===== config.mk =====
export PLATFORM = sky130hd
export DESIGN_NAME = sfr_read_unit
export DESIGN_NICKNAME = d
export VERILOG_FILES = /design/src/include/sfr_pkg.sv /design/src/sfr_fifo.sv /design/src/sfr_read_unit.sv
export VERILOG_INCLUDE_DIRS = /design/src /design/src/include
export SDC_FILE = /design/constraint.sdc
export NUM_CORES = 1
export LEC_CHECK = 0
export BUFFER_PORTS_ARGS = -buffer_cell sky130_fd_sc_hd__buf_2
export CORE_AREA = 5 5 111 218
export DETAILED_ROUTE_END_ITERATION = 10
export DIE_AREA = 0 0 116 223
export PLACE_DENSITY = 0.58
export SETUP_SLACK_MARGIN = 0.3
export SLEW_MARGIN = 20
export SYNTH_ARGS = -nofsm -noshare
export SYNTH_HDL_FRONTEND = slang
export SYNTH_SLANG_ARGS = --single-unit

===== constraint.sdc =====
create_clock -name sys_clk -period 3.1 [get_ports sys_clk]
set_input_delay 0.465 -clock sys_clk [delete_from_list [all_inputs] [get_ports sys_clk]]
set_output_delay 0.465 -clock sys_clk [all_outputs]
set_load 0.05 [all_outputs]

===== src/include/sfr_regs.svh =====
// constants of the serial flash read command unit: opcodes, field positions, counts
`ifndef SFR_REGS_SVH
`define SFR_REGS_SVH

// ********************************************************************
// opcodes (low seven bits; bit 7 selects the clocking category)
// ********************************************************************
`define SFR_OP_VARIANT_BIT 7
`define SFR_OP_CONT 7'h68
`define SFR_OP_PAGE 7'h52
`define SFR_OP_BUF1 7'h54
`define SFR_OP_BUF2 7'h56
`define SFR_OP_STATUS 7'h57

// ********************************************************************
// frame lengths as last bit index of each field
// ********************************************************************
`define SFR_OPC_LAST 6'h07
`define SFR_ADDR_LAST 6'h17
`define SFR_DUMMY_MAIN_LAST 6'h1f
`define SFR_DUMMY_BUF_LAST 6'h07

// ********************************************************************
// address field positions inside the 24-bit address word
// ********************************************************************
`define SFR_PAGE_MSB 20
`define SFR_PAGE_LSB 9
`define SFR_BYTE_MSB 8
`define SFR_BYTE_LSB 0

// ********************************************************************
// array geometry and status layout
// ********************************************************************
`define SFR_LAST_BYTE 9'h107
`define SFR_DENSITY_CODE 3'h4
`define SFR_STATUS_RSVD 3'h0
`define SFR_FIFO_DEPTH 4
`define SFR_FIFO_WIDTH 8

`endif


===== src/include/sfr_pkg.sv =====
// types shared by the serial flash read command unit
package sfr_pkg;

  // command decoded from the opcode, one-hot
  typedef enum logic [5:0] {
    SFR_CMD_NONE   = 6'h01,
    SFR_CMD_CONT   = 6'h02,
    SFR_CMD_PAGE   = 6'h04,
    SFR_CMD_BUF1   = 6'h08,
    SFR_CMD_BUF2   = 6'h10,
    SFR_CMD_STATUS = 6'h20
  } sfr_cmd_type;

  // frame phase, one-hot
  typedef enum logic [5:0] {
    SFR_ST_IDLE  = 6'h01,
    SFR_ST_OPC   = 6'h02,
    SFR_ST_ADDR  = 6'h04,
    SFR_ST_DUMMY = 6'h08,
    SFR_ST_DATA  = 6'h10,
    SFR_ST_SKIP  = 6'h20
  } sfr_state_type;

  // which storage a byte fetch targets
  typedef enum logic [1:0] {
    SFR_SRC_MAIN = 2'h0,
    SFR_SRC_BUF1 = 2'h1,
    SFR_SRC_BUF2 = 2'h2
  } sfr_src_type;

  // byte fetch request towards the array and buffer storage
  typedef struct packed {
    sfr_src_type src;
    logic [11:0] page_addr;
    logic [8:0] page_byte_addr;
  } sfr_mem_req_type;

endpackage : sfr_pkg


===== src/sfr_fifo.sv =====
// small synchronous fifo with valid/ready on both sides and a flush
`timescale 1ns/1ps
module sfr_fifo #(
  parameter int WIDTH = 8,
  parameter int DEPTH = 4
) (
  input wire logic sys_clk,
  input wire logic rst_n,
  input wire logic flush,
  input wire logic in_valid,
  output logic in_ready,
  input wire logic [WIDTH-1:0] in_data,
  output logic out_valid,
  input wire logic out_ready,
  output logic [WIDTH-1:0] out_data
);

  localparam int AW = $clog2(DEPTH);

  logic [WIDTH-1:0] mem_reg [DEPTH];
  logic [AW-1:0] wr_ptr_reg;
  logic [AW-1:0] rd_ptr_reg;
  logic [AW:0] count_reg;
  logic push;
  logic pop;

  // honest full and empty flags straight from the fill count
  // count needs one bit more than the pointers, so full is compared at that width
  assign in_ready = (count_reg != (AW + 1)'(DEPTH));
  assign out_valid = (count_reg != '0);
  assign push = in_valid & in_ready;
  assign pop = out_valid & out_ready;
  assign out_data = mem_reg[rd_ptr_reg];

  // storage write; no reset needed on the data path
  always_ff @(posedge sys_clk) begin
    if (push) begin
      mem_reg[wr_ptr_reg] <= in_data;
    end
  end

  // pointers and fill count; flush drops everything queued
  always_ff @(posedge sys_clk or negedge rst_n) begin
    if (!rst_n) begin
      wr_ptr_reg <= '0;
      rd_ptr_reg <= '0;
      count_reg <= '0;
    end else if (flush) begin
      wr_ptr_reg <= '0;
      rd_ptr_reg <= '0;
      count_reg <= '0;
    end else begin
      if (push) begin
        wr_ptr_reg <= (wr_ptr_reg == AW'(DEPTH - 1)) ? '0 : wr_ptr_reg + 1'b1;
      end
      if (pop) begin
        rd_ptr_reg <= (rd_ptr_reg == AW'(DEPTH - 1)) ? '0 : rd_ptr_reg + 1'b1;
      end
      if (push && !pop) begin
        count_reg <= count_reg + 1'b1;
      end else if (pop && !push) begin
        count_reg <= count_reg - 1'b1;
      end
    end
  end

endmodule : sfr_fifo


===== src/sfr_read_unit.sv =====
// serial command front end: framing, read commands and status read of a paged flash
`timescale 1ns/1ps
`include "sfr_regs.svh"

// What this block does
// - frame starts at chip select fall, opcode first
// - sample opcode and address on serial clock
// - every field travels most significant bit first
// - nine-bit buffer byte, twelve-bit page, nine-bit byte
// - opcode bit seven picks the clocking category
// - continuous read: 24 address, 32 dummy bits
// - ignore three reserved address bits
// - one bit per clock, counter self-advances
// - continuous read crosses pages, wraps array end
// - chip select high ends read, releases output
// - main reads never touch the buffers
// - page read: 24 address, 32 dummy bits
// - page read wraps within the same page
// - buffer read wraps after byte 263
// - status read shifts eight bits, bit seven first
// - upper five bits informative, lower three reserved
// - status repeats with fresh values each byte
// - bit seven is one when ready
// - bit six is the compare mismatch result
module sfr_read_unit (
  input wire logic sys_clk,
  input wire logic rst_n,
  input wire logic cs_n,
  input wire logic sck,
  input wire logic si,
  output logic so,
  output logic so_oe,
  input wire logic device_busy,
  input wire logic compare_mismatch,
  output logic mem_req_valid,
  output sfr_pkg::sfr_mem_req_type mem_req,
  input wire logic mem_rsp_valid,
  input wire logic [7:0] mem_rsp_data
);

  // ******************************************************************
  // pin synchronisers and clock edge detection
  // ******************************************************************
  logic cs_meta_reg;
  logic cs_sync_reg;
  logic sck_meta_reg;
  logic sck_sync_reg;
  logic sck_prev_reg;
  logic si_meta_reg;
  logic si_sync_reg;
  logic rise;
  logic fall;

  // two flops per pin; chip select parks high so no frame starts in reset
  always_ff @(posedge sys_clk or negedge rst_n) begin
    if (!rst_n) begin
      cs_meta_reg <= 1'b1;
      cs_sync_reg <= 1'b1;
      sck_meta_reg <= 1'b0;
      sck_sync_reg <= 1'b0;
      sck_prev_reg <= 1'b0;
      si_meta_reg <= 1'b0;
      si_sync_reg <= 1'b0;
    end else begin
      cs_meta_reg <= cs_n;
      cs_sync_reg <= cs_meta_reg;
      sck_meta_reg <= sck;
      sck_sync_reg <= sck_meta_reg;
      sck_prev_reg <= sck_sync_reg;
      si_meta_reg <= si;
      si_sync_reg <= si_meta_reg;
    end
  end

  // edges only count inside a frame
  assign rise = !cs_sync_reg && sck_sync_reg && !sck_prev_reg;
  assign fall = !cs_sync_reg && !sck_sync_reg && sck_prev_reg;

  // ******************************************************************
  // frame sequencer
  // ******************************************************************
  sfr_pkg::sfr_state_type state_reg;
  sfr_pkg::sfr_cmd_type cmd_reg;
  sfr_pkg::sfr_cmd_type cmd_next;
  logic spi_variant_reg;
  logic [5:0] bit_cnt_reg;
  logic [23:0] shift_reg;
  logic [7:0] opcode_next;
  logic [23:0] addr_next;
  logic is_main;
  logic [5:0] dummy_last;
  logic addr_done;

  assign opcode_next = {shift_reg[6:0], si_sync_reg};
  assign addr_next = {shift_reg[22:0], si_sync_reg};
  assign is_main = (cmd_reg == sfr_pkg::SFR_CMD_CONT) || (cmd_reg == sfr_pkg::SFR_CMD_PAGE);
  // buffer reads carry only eight trailing dummy bits
  assign dummy_last = is_main ? `SFR_DUMMY_MAIN_LAST : `SFR_DUMMY_BUF_LAST;
  assign addr_done = (state_reg == sfr_pkg::SFR_ST_ADDR) && rise && (bit_cnt_reg == `SFR_ADDR_LAST);

  // variant bit dropped: both forms of a command decode the same
  always_comb begin
    unique case (opcode_next[6:0])
      `SFR_OP_CONT: cmd_next = sfr_pkg::SFR_CMD_CONT;
      `SFR_OP_PAGE: cmd_next = sfr_pkg::SFR_CMD_PAGE;
      `SFR_OP_BUF1: cmd_next = sfr_pkg::SFR_CMD_BUF1;
      `SFR_OP_BUF2: cmd_next = sfr_pkg::SFR_CMD_BUF2;
      `SFR_OP_STATUS: cmd_next = sfr_pkg::SFR_CMD_STATUS;
      default: cmd_next = sfr_pkg::SFR_CMD_NONE;
    endcase
  end

  // msb-first shift of every incoming bit outside the data phase
  always_ff @(posedge sys_clk or negedge rst_n) begin
    if (!rst_n) begin
      shift_reg <= '0;
    end else if (rise && state_reg != sfr_pkg::SFR_ST_DATA) begin
      shift_reg <= addr_next;
    end
  end

  // phase walk: opcode, address, dummy, data; unknown opcodes are skipped
  always_ff @(posedge sys_clk or negedge rst_n) begin
    if (!rst_n) begin
      state_reg <= sfr_pkg::SFR_ST_IDLE;
      cmd_reg <= sfr_pkg::SFR_CMD_NONE;
      spi_variant_reg <= 1'b0;
      bit_cnt_reg <= '0;
    end else if (cs_sync_reg) begin
      state_reg <= sfr_pkg::SFR_ST_IDLE;
      bit_cnt_reg <= '0;
    end else begin
      unique case (state_reg)
        sfr_pkg::SFR_ST_IDLE: begin
          state_reg <= sfr_pkg::SFR_ST_OPC;
          cmd_reg <= sfr_pkg::SFR_CMD_NONE;
          bit_cnt_reg <= '0;
        end
        sfr_pkg::SFR_ST_OPC: begin
          if (rise) begin
            bit_cnt_reg <= bit_cnt_reg + 6'h01;
            if (bit_cnt_reg == `SFR_OPC_LAST) begin
              bit_cnt_reg <= '0;
              cmd_reg <= cmd_next;
              spi_variant_reg <= opcode_next[`SFR_OP_VARIANT_BIT];
              if (cmd_next == sfr_pkg::SFR_CMD_STATUS) begin
                state_reg <= sfr_pkg::SFR_ST_DATA;
              end else if (cmd_next == sfr_pkg::SFR_CMD_NONE) begin
                state_reg <= sfr_pkg::SFR_ST_SKIP;
              end else begin
                state_reg <= sfr_pkg::SFR_ST_ADDR;
              end
            end
          end
        end
        sfr_pkg::SFR_ST_ADDR: begin
          if (rise) begin
            bit_cnt_reg <= addr_done ? 6'h00 : bit_cnt_reg + 6'h01;
            if (addr_done) begin
              state_reg <= sfr_pkg::SFR_ST_DUMMY;
            end
          end
        end
        sfr_pkg::SFR_ST_DUMMY: begin
          if (rise) begin
            bit_cnt_reg <= bit_cnt_reg + 6'h01;
            if (bit_cnt_reg == dummy_last) begin
              bit_cnt_reg <= '0;
              state_reg <= sfr_pkg::SFR_ST_DATA;
            end
          end
        end
        sfr_pkg::SFR_ST_DATA: state_reg <= sfr_pkg::SFR_ST_DATA;
        sfr_pkg::SFR_ST_SKIP: state_reg <= sfr_pkg::SFR_ST_SKIP;
      endcase
    end
  end

  // ******************************************************************
  // byte fetch engine and prefetch fifo
  // ******************************************************************
  sfr_pkg::sfr_mem_req_type fetch_addr_reg;
  sfr_pkg::sfr_mem_req_type mem_req_reg;
  logic fetch_en_reg;
  logic pending_reg;
  logic drop_reg;
  logic fifo_in_ready;
  logic fifo_out_valid;
  logic fifo_out_ready;
  logic [7:0] fifo_out_data;
  logic issue;

  // one request in flight at most, so a free slot at issue is a free slot at return
  assign issue = fetch_en_reg && !pending_reg && !drop_reg && fifo_in_ready && !cs_sync_reg;
  assign mem_req = mem_req_reg;

  // address capture and self-advancing counter with per-command wrap
  always_ff @(posedge sys_clk or negedge rst_n) begin
    if (!rst_n) begin
      fetch_addr_reg <= '0;
      fetch_en_reg <= 1'b0;
    end else if (cs_sync_reg) begin
      fetch_en_reg <= 1'b0;
    end else if (addr_done) begin
      fetch_en_reg <= 1'b1;
      // reserved top bits are never looked at
      fetch_addr_reg.page_addr <= addr_next[`SFR_PAGE_MSB:`SFR_PAGE_LSB];
      fetch_addr_reg.page_byte_addr <= addr_next[`SFR_BYTE_MSB:`SFR_BYTE_LSB];
      // main reads go straight to the array, leaving both buffers alone
      fetch_addr_reg.src <= is_main ? sfr_pkg::SFR_SRC_MAIN :
        ((cmd_reg == sfr_pkg::SFR_CMD_BUF1) ? sfr_pkg::SFR_SRC_BUF1 : sfr_pkg::SFR_SRC_BUF2);
    end else if (issue) begin
      if (fetch_addr_reg.page_byte_addr == `SFR_LAST_BYTE) begin
        fetch_addr_reg.page_byte_addr <= '0;
        if (cmd_reg == sfr_pkg::SFR_CMD_CONT) begin
          // twelve-bit page wraps from the last page to page zero
          fetch_addr_reg.page_addr <= fetch_addr_reg.page_addr + 12'h001;
        end
      end else begin
        fetch_addr_reg.page_byte_addr <= fetch_addr_reg.page_byte_addr + 9'h001;
      end
    end
  end

  // request pulse, in-flight flag, and discard of a reply that outlives its frame
  always_ff @(posedge sys_clk or negedge rst_n) begin
    if (!rst_n) begin
      mem_req_valid <= 1'b0;
      mem_req_reg <= '0;
      pending_reg <= 1'b0;
      drop_reg <= 1'b0;
    end else begin
      mem_req_valid <= issue;
      if (issue) begin
        // counter steps on at this edge, so the pulse carries a snapshot
        mem_req_reg <= fetch_addr_reg;
        pending_reg <= 1'b1;
      end else if (mem_rsp_valid) begin
        pending_reg <= 1'b0;
      end
      if (cs_sync_reg && pending_reg && !mem_rsp_valid) begin
        drop_reg <= 1'b1;
      end else if (mem_rsp_valid) begin
        drop_reg <= 1'b0;
      end
    end
  end

  sfr_fifo #(
    .WIDTH(`SFR_FIFO_WIDTH),
    .DEPTH(`SFR_FIFO_DEPTH)
  ) u_fifo (
    .sys_clk(sys_clk),
    .rst_n(rst_n),
    .flush(cs_sync_reg),
    .in_valid(mem_rsp_valid && !drop_reg && !cs_sync_reg),
    .in_ready(fifo_in_ready),
    .in_data(mem_rsp_data),
    .out_valid(fifo_out_valid),
    .out_ready(fifo_out_ready),
    .out_data(fifo_out_data)
  );

  // ******************************************************************
  // serial output shifter
  // ******************************************************************
  logic first_reg;
  logic [7:0] out_byte_reg;
  logic [2:0] out_cnt_reg;
  logic step;
  logic load;
  logic [7:0] status_byte;
  logic [7:0] load_byte;

  // status sampled anew at every byte so each repeat is fresh
  assign status_byte = {!device_busy, compare_mismatch, `SFR_DENSITY_CODE, `SFR_STATUS_RSVD};
  // legacy forms present the first bit at once, spi forms on the next falling edge
  assign step = (state_reg == sfr_pkg::SFR_ST_DATA) && !cs_sync_reg &&
    (spi_variant_reg ? fall : (first_reg || rise));
  assign load = step && (first_reg || out_cnt_reg == 3'h0);
  // an empty fifo here means the storage answered too slowly; the stale entry at the read pointer is sent
  assign fifo_out_ready = load && (cmd_reg != sfr_pkg::SFR_CMD_STATUS);
  assign load_byte = (cmd_reg == sfr_pkg::SFR_CMD_STATUS) ? status_byte : fifo_out_data;
  assign so = out_byte_reg[7];

  // shifter: bit 7 of the byte register is always the bit on the pin
  always_ff @(posedge sys_clk or negedge rst_n) begin
    if (!rst_n) begin
      first_reg <= 1'b1;
      out_byte_reg <= '0;
      out_cnt_reg <= '0;
      so_oe <= 1'b0;
    end else if (cs_sync_reg) begin
      first_reg <= 1'b1;
      so_oe <= 1'b0;
    end else if (load) begin
      first_reg <= 1'b0;
      out_byte_reg <= load_byte;
      out_cnt_reg <= 3'h7;
      so_oe <= 1'b1;
    end else if (step) begin
      out_byte_reg <= {out_byte_reg[6:0], 1'b0};
      out_cnt_reg <= out_cnt_reg - 3'h1;
    end
  end

  // ******************************************************************
  // checks
  // ******************************************************************
  property p_cs_release;
    @(posedge sys_clk) disable iff (!rst_n)
    $rose(cs_sync_reg) |=> !so_oe && state_reg == sfr_pkg::SFR_ST_IDLE;
  endproperty
  a_cs_release: assert property (p_cs_release) else $error("output not released");

  property p_opcode_len;
    @(posedge sys_clk) disable iff (!rst_n)
    (state_reg == sfr_pkg::SFR_ST_OPC && rise && bit_cnt_reg == 6'h07 && !cs_sync_reg)
      |=> state_reg != sfr_pkg::SFR_ST_OPC && bit_cnt_reg == 6'h00;
  endproperty
  a_opcode_len: assert property (p_opcode_len) else $error("opcode not 8 bits");

  property p_msb_shift;
    @(posedge sys_clk) disable iff (!rst_n)
    (rise && state_reg != sfr_pkg::SFR_ST_DATA)
      |=> shift_reg[0] == $past(si_sync_reg) && shift_reg[23:1] == $past(shift_reg[22:0]);
  endproperty
  a_msb_shift: assert property (p_msb_shift) else $error("input not msb first");

  property p_cont_cross;
    @(posedge sys_clk) disable iff (!rst_n)
    (issue && cmd_reg == sfr_pkg::SFR_CMD_CONT && fetch_addr_reg.page_byte_addr == 9'h107)
      |=> fetch_addr_reg.page_byte_addr == 9'h000
        && fetch_addr_reg.page_addr == $past(fetch_addr_reg.page_addr) + 12'h001;
  endproperty
  a_cont_cross: assert property (p_cont_cross) else $error("page cross wrong");

  property p_page_wrap;
    @(posedge sys_clk) disable iff (!rst_n)
    (issue && cmd_reg == sfr_pkg::SFR_CMD_PAGE && fetch_addr_reg.page_byte_addr == 9'h107)
      |=> fetch_addr_reg.page_byte_addr == 9'h000
        && $stable(fetch_addr_reg.page_addr);
  endproperty
  a_page_wrap: assert property (p_page_wrap) else $error("page read left page");

  property p_buf_wrap;
    @(posedge sys_clk) disable iff (!rst_n)
    (issue && fetch_addr_reg.src != sfr_pkg::SFR_SRC_MAIN
      && fetch_addr_reg.page_byte_addr == 9'h107) |=> fetch_addr_reg.page_byte_addr == 9'h000;
  endproperty
  a_buf_wrap: assert property (p_buf_wrap) else $error("buffer did not wrap");

  property p_main_src;
    @(posedge sys_clk) disable iff (!rst_n)
    (mem_req_valid && (cmd_reg == sfr_pkg::SFR_CMD_CONT || cmd_reg == sfr_pkg::SFR_CMD_PAGE))
      |-> mem_req.src == sfr_pkg::SFR_SRC_MAIN;
  endproperty
  a_main_src: assert property (p_main_src) else $error("main read hit a buffer");

  property p_status_byte;
    @(posedge sys_clk) disable iff (!rst_n)
    (load && cmd_reg == sfr_pkg::SFR_CMD_STATUS) |=> so == !$past(device_busy)
      && out_byte_reg[6] == $past(compare_mismatch) && out_byte_reg[5:3] == 3'h4;
  endproperty
  a_status_byte: assert property (p_status_byte) else $error("status byte wrong");

  property p_dummy_len;
    @(posedge sys_clk) disable iff (!rst_n)
    (state_reg == sfr_pkg::SFR_ST_DUMMY && rise && !cs_sync_reg && is_main
      && bit_cnt_reg == 6'h1e) |=> state_reg == sfr_pkg::SFR_ST_DUMMY && bit_cnt_reg == 6'h1f;
  endproperty
  a_dummy_len: assert property (p_dummy_len) else $error("dummy count short");

endmodule : sfr_read_unit


==> flow_summary.toml <==
[status]
status = "completed"

[route]
drt_iter0_drc = 162
viasPerCell = 4.91
drtAntennaViolNets = 0
wirelength_um = 14000
wire_per_inst_um = 15.2
firstDrtPassIters = 4
drc = 0
num_vias = 4533

[critical_path]
worstPathCellList = "or4b_4 -> nor3_2 -> o211ai_2 -> and3_1 -> fa_1 -> nor2b_1 -> mux2i_1 -> xor2_1 -> nor2_1"
reg2reg_to = "u_fifo.count_reg[2]"
cp.arrival_ps = 3000
rrSetupSlack_ps = 390
slowest_stage = "or4b_4"
critPathCaptureType = "register"
worst-path-max-fanout = 9
r2r_cells = 9
critPathMaxStageDelay_ps = 570
r2r_start = "state_reg[2]"
crit_path_start_kind = "register"
required_ps = 3400
path_class = "reg -> reg"

[place]
dp.cells = 886
place.gp.congestion = 0.841
post-dp-hpwl_um = 9670
portBuffers = 41
post-place-ws_ps = 328
placed_area_mm2 = 0.00735

[yosys]
synth-seq-cells = 148
netlist_area_mm2 = 0.00681
synth_fp_nets = 604
synth_edf_count = 32
ys_async_sr_fraction = 0.784
synth_area_per_cell_um2 = 11.8
ys.flop_type = "dfrtp_1"
yosysWarnings = 0
syn_inst = 578
yosysUniqueCellTypes = 74
ys_seq_area_frac = 0.568

[sta]
maxSlewHeadroom = 0.517
hold_viol_final = 0
fin_tns_setup_ps = 0
clock.fmax_mhz = 370
rsz0062_at_grt = "no"
period_minus_slack_ps = 2710
fin_skew_ps = 9.16
drv_slew = 0
finalSetupViolations = 0
worstMarginPinSlew_ps = 724
worst_hold_slack_ps = 138
post-route-period-util = 0.873
setup_slack_ps = 395

[global_routing]
grt_pass1_vias = 4612
grt_max_degree = 52
antenna_found_initial = 0
grt_pass1_wl_um = 24000
grt_usage = 0.117
grt.overflow.total = 0

[clock_network]
clockRootBuffer = "clkbuf_16"
cts.sinks = 148
cts.path.max_buffers = 2
cts_buffers = 17
cts_tree = "done"
clk_pin_slew_ps = 70
clock_latency_ps = 430
htree_levels = 4

[die]
initial_core_util = 0.303
die_h_um = 223
core_area_mm2 = 0.0224
pin_count = 42
fp.dieW_um = 116
die-area_mm2 = 0.0259
rows = 78

[power_and_ir_drop]
power_density_mw_per_mm2 = 555
static-leakage-power_nw = 3.52
ir_worst_vdd_mv = 0.405
total_power_mw = 4.44

[hold_path]
min-delay-start = "si"
hold_depth = 1
whs_endpoint = "si_meta_reg"
hp-class = "in -> reg"

[finish]
final_cell_count_no_fill = 923
largest_reg_flops = 32
drive_above_1_share = 0.261
finalNetCount = 656
n_fill_cell = 2255
final_area_mm2 = 0.00799
area_growth_pct = 17.4
final_util = 0.356
n_antenna_cell = 0

[job]
maxCapViolCount = 0
## synth_stat cells, types with 3 or more instances
cell type,count,area share
nor2_1,42,0.023
mux2i_1,6,0.0088
o22ai_1,6,0.0055
nand3b_1,4,0.0044
inv_1,20,0.011
and3_1,10,0.0092
o21ai_0,39,0.029
buf_2,5,0.0037
dfstp_2,5,0.019
or3_1,5,0.0046
nand4b_1,3,0.0039
mux2_2,44,0.073
a221o_1,3,0.0044
dfrtp_1,111,0.41
nor4_1,5,0.0046
edfxtp_1,32,0.14
clkbuf_1,16,0.0088
nor2b_1,7,0.0064
and4_1,3,0.0039
ha_1,9,0.017
a22oi_1,7,0.0077
nor3b_1,6,0.0066
and2_1,3,0.0028
a31oi_1,7,0.0064
mux4_2,8,0.026
nand3_1,14,0.010
a31o_2,3,0.0039
xor2_1,7,0.0090
a21o_1,3,0.0033
nand2_1,56,0.031
a21oi_1,24,0.018
nand2b_1,3,0.0028
xnor2_1,5,0.0064
nor3_1,7,0.0051
## area by class of cell
cell class | instances | area [µm²] | share of cell area
clock buffers | 17 | 425 | 0.0532
clock inverters | 15 | 175 | 0.0219
inverters | 20 | 75.1 | 0.00939
multi-input cells | 385 | 2750 | 0.344
flip-flops and latches | 148 | 3870 | 0.484
well taps | 280 | 350 | 0.0438
repair buffers | 58 | 350 | 0.0438
## cells by family after synthesis
logic type	after synthesis	share of synthesized area
buffers and inverters	45	0.0290
XOR/XNOR	13	0.0178
AO/OA/AOI/OAI	121	0.119
adder cells (fa/ha/maj)	10	0.0195
multiplexers	58	0.108
AND/OR/NAND/NOR	183	0.139
flip-flops	148	0.568
## worst max-delay path by stage
| stage | from | to | depth (start not counted) |
|---|---|---|---|
| floorplan | state_reg[2] | u_fifo.count_reg[2] | 10 |
| global placement | state_reg[2] | u_fifo.count_reg[2] | 9 |
| detailed placement | state_reg[2] | u_fifo.count_reg[2] | 9 |
| CTS | state_reg[2] | u_fifo.count_reg[2] | 9 |
| global route | state_reg[2] | u_fifo.count_reg[2] | 9 |
| finish | state_reg[2] | u_fifo.count_reg[2] | 9 |
## cell usage in the layout, fill, tap and decap left out, types with 14 or more instances in the layout
cell type	instances
dfrtp_1	110
nand2_1	56
mux2_2	44
nor2_1	42
buf_2	40
o21ai_0	39
edfxtp_1	32
a21oi_1	24
inv_1	20
clkbuf_16	17
buf_4	16
nand3_1	14
## per-layer routing
layer  global-route usage  wire, µm
met5                    0         0
met4               0.0442       251
met3               0.0271       529
met2                0.183      6780
met1                0.157      6450
## where the power goes
part           internal (mW)  total, mW  switching, mW
registers               2.07       2.15         0.0826
clock network           1.09       2.06          0.963
logic                  0.105      0.232          0.126
total                   3.26       4.44           1.17
## timing repair
action,CTS,global route
gates resized for setup,0,2
hold endpoints to repair,24,0
setup buffers,0,4
hold buffers,1,0
endpoints found under the setup margin,0,1
## critical path: cells and delay by family, from the launching register on
kind | cells | cell delay [ps]
AO/OA/AOI/OAI | 1 | 190
XOR/XNOR | 1 | 160
adder cells (fa/ha/maj) | 1 | 380
flip-flops | 1 | 460
multiplexers | 1 | 160
AND/OR/NAND/NOR | 5 | 1220
No activity file was read; power rests on OpenSTA's default activity.
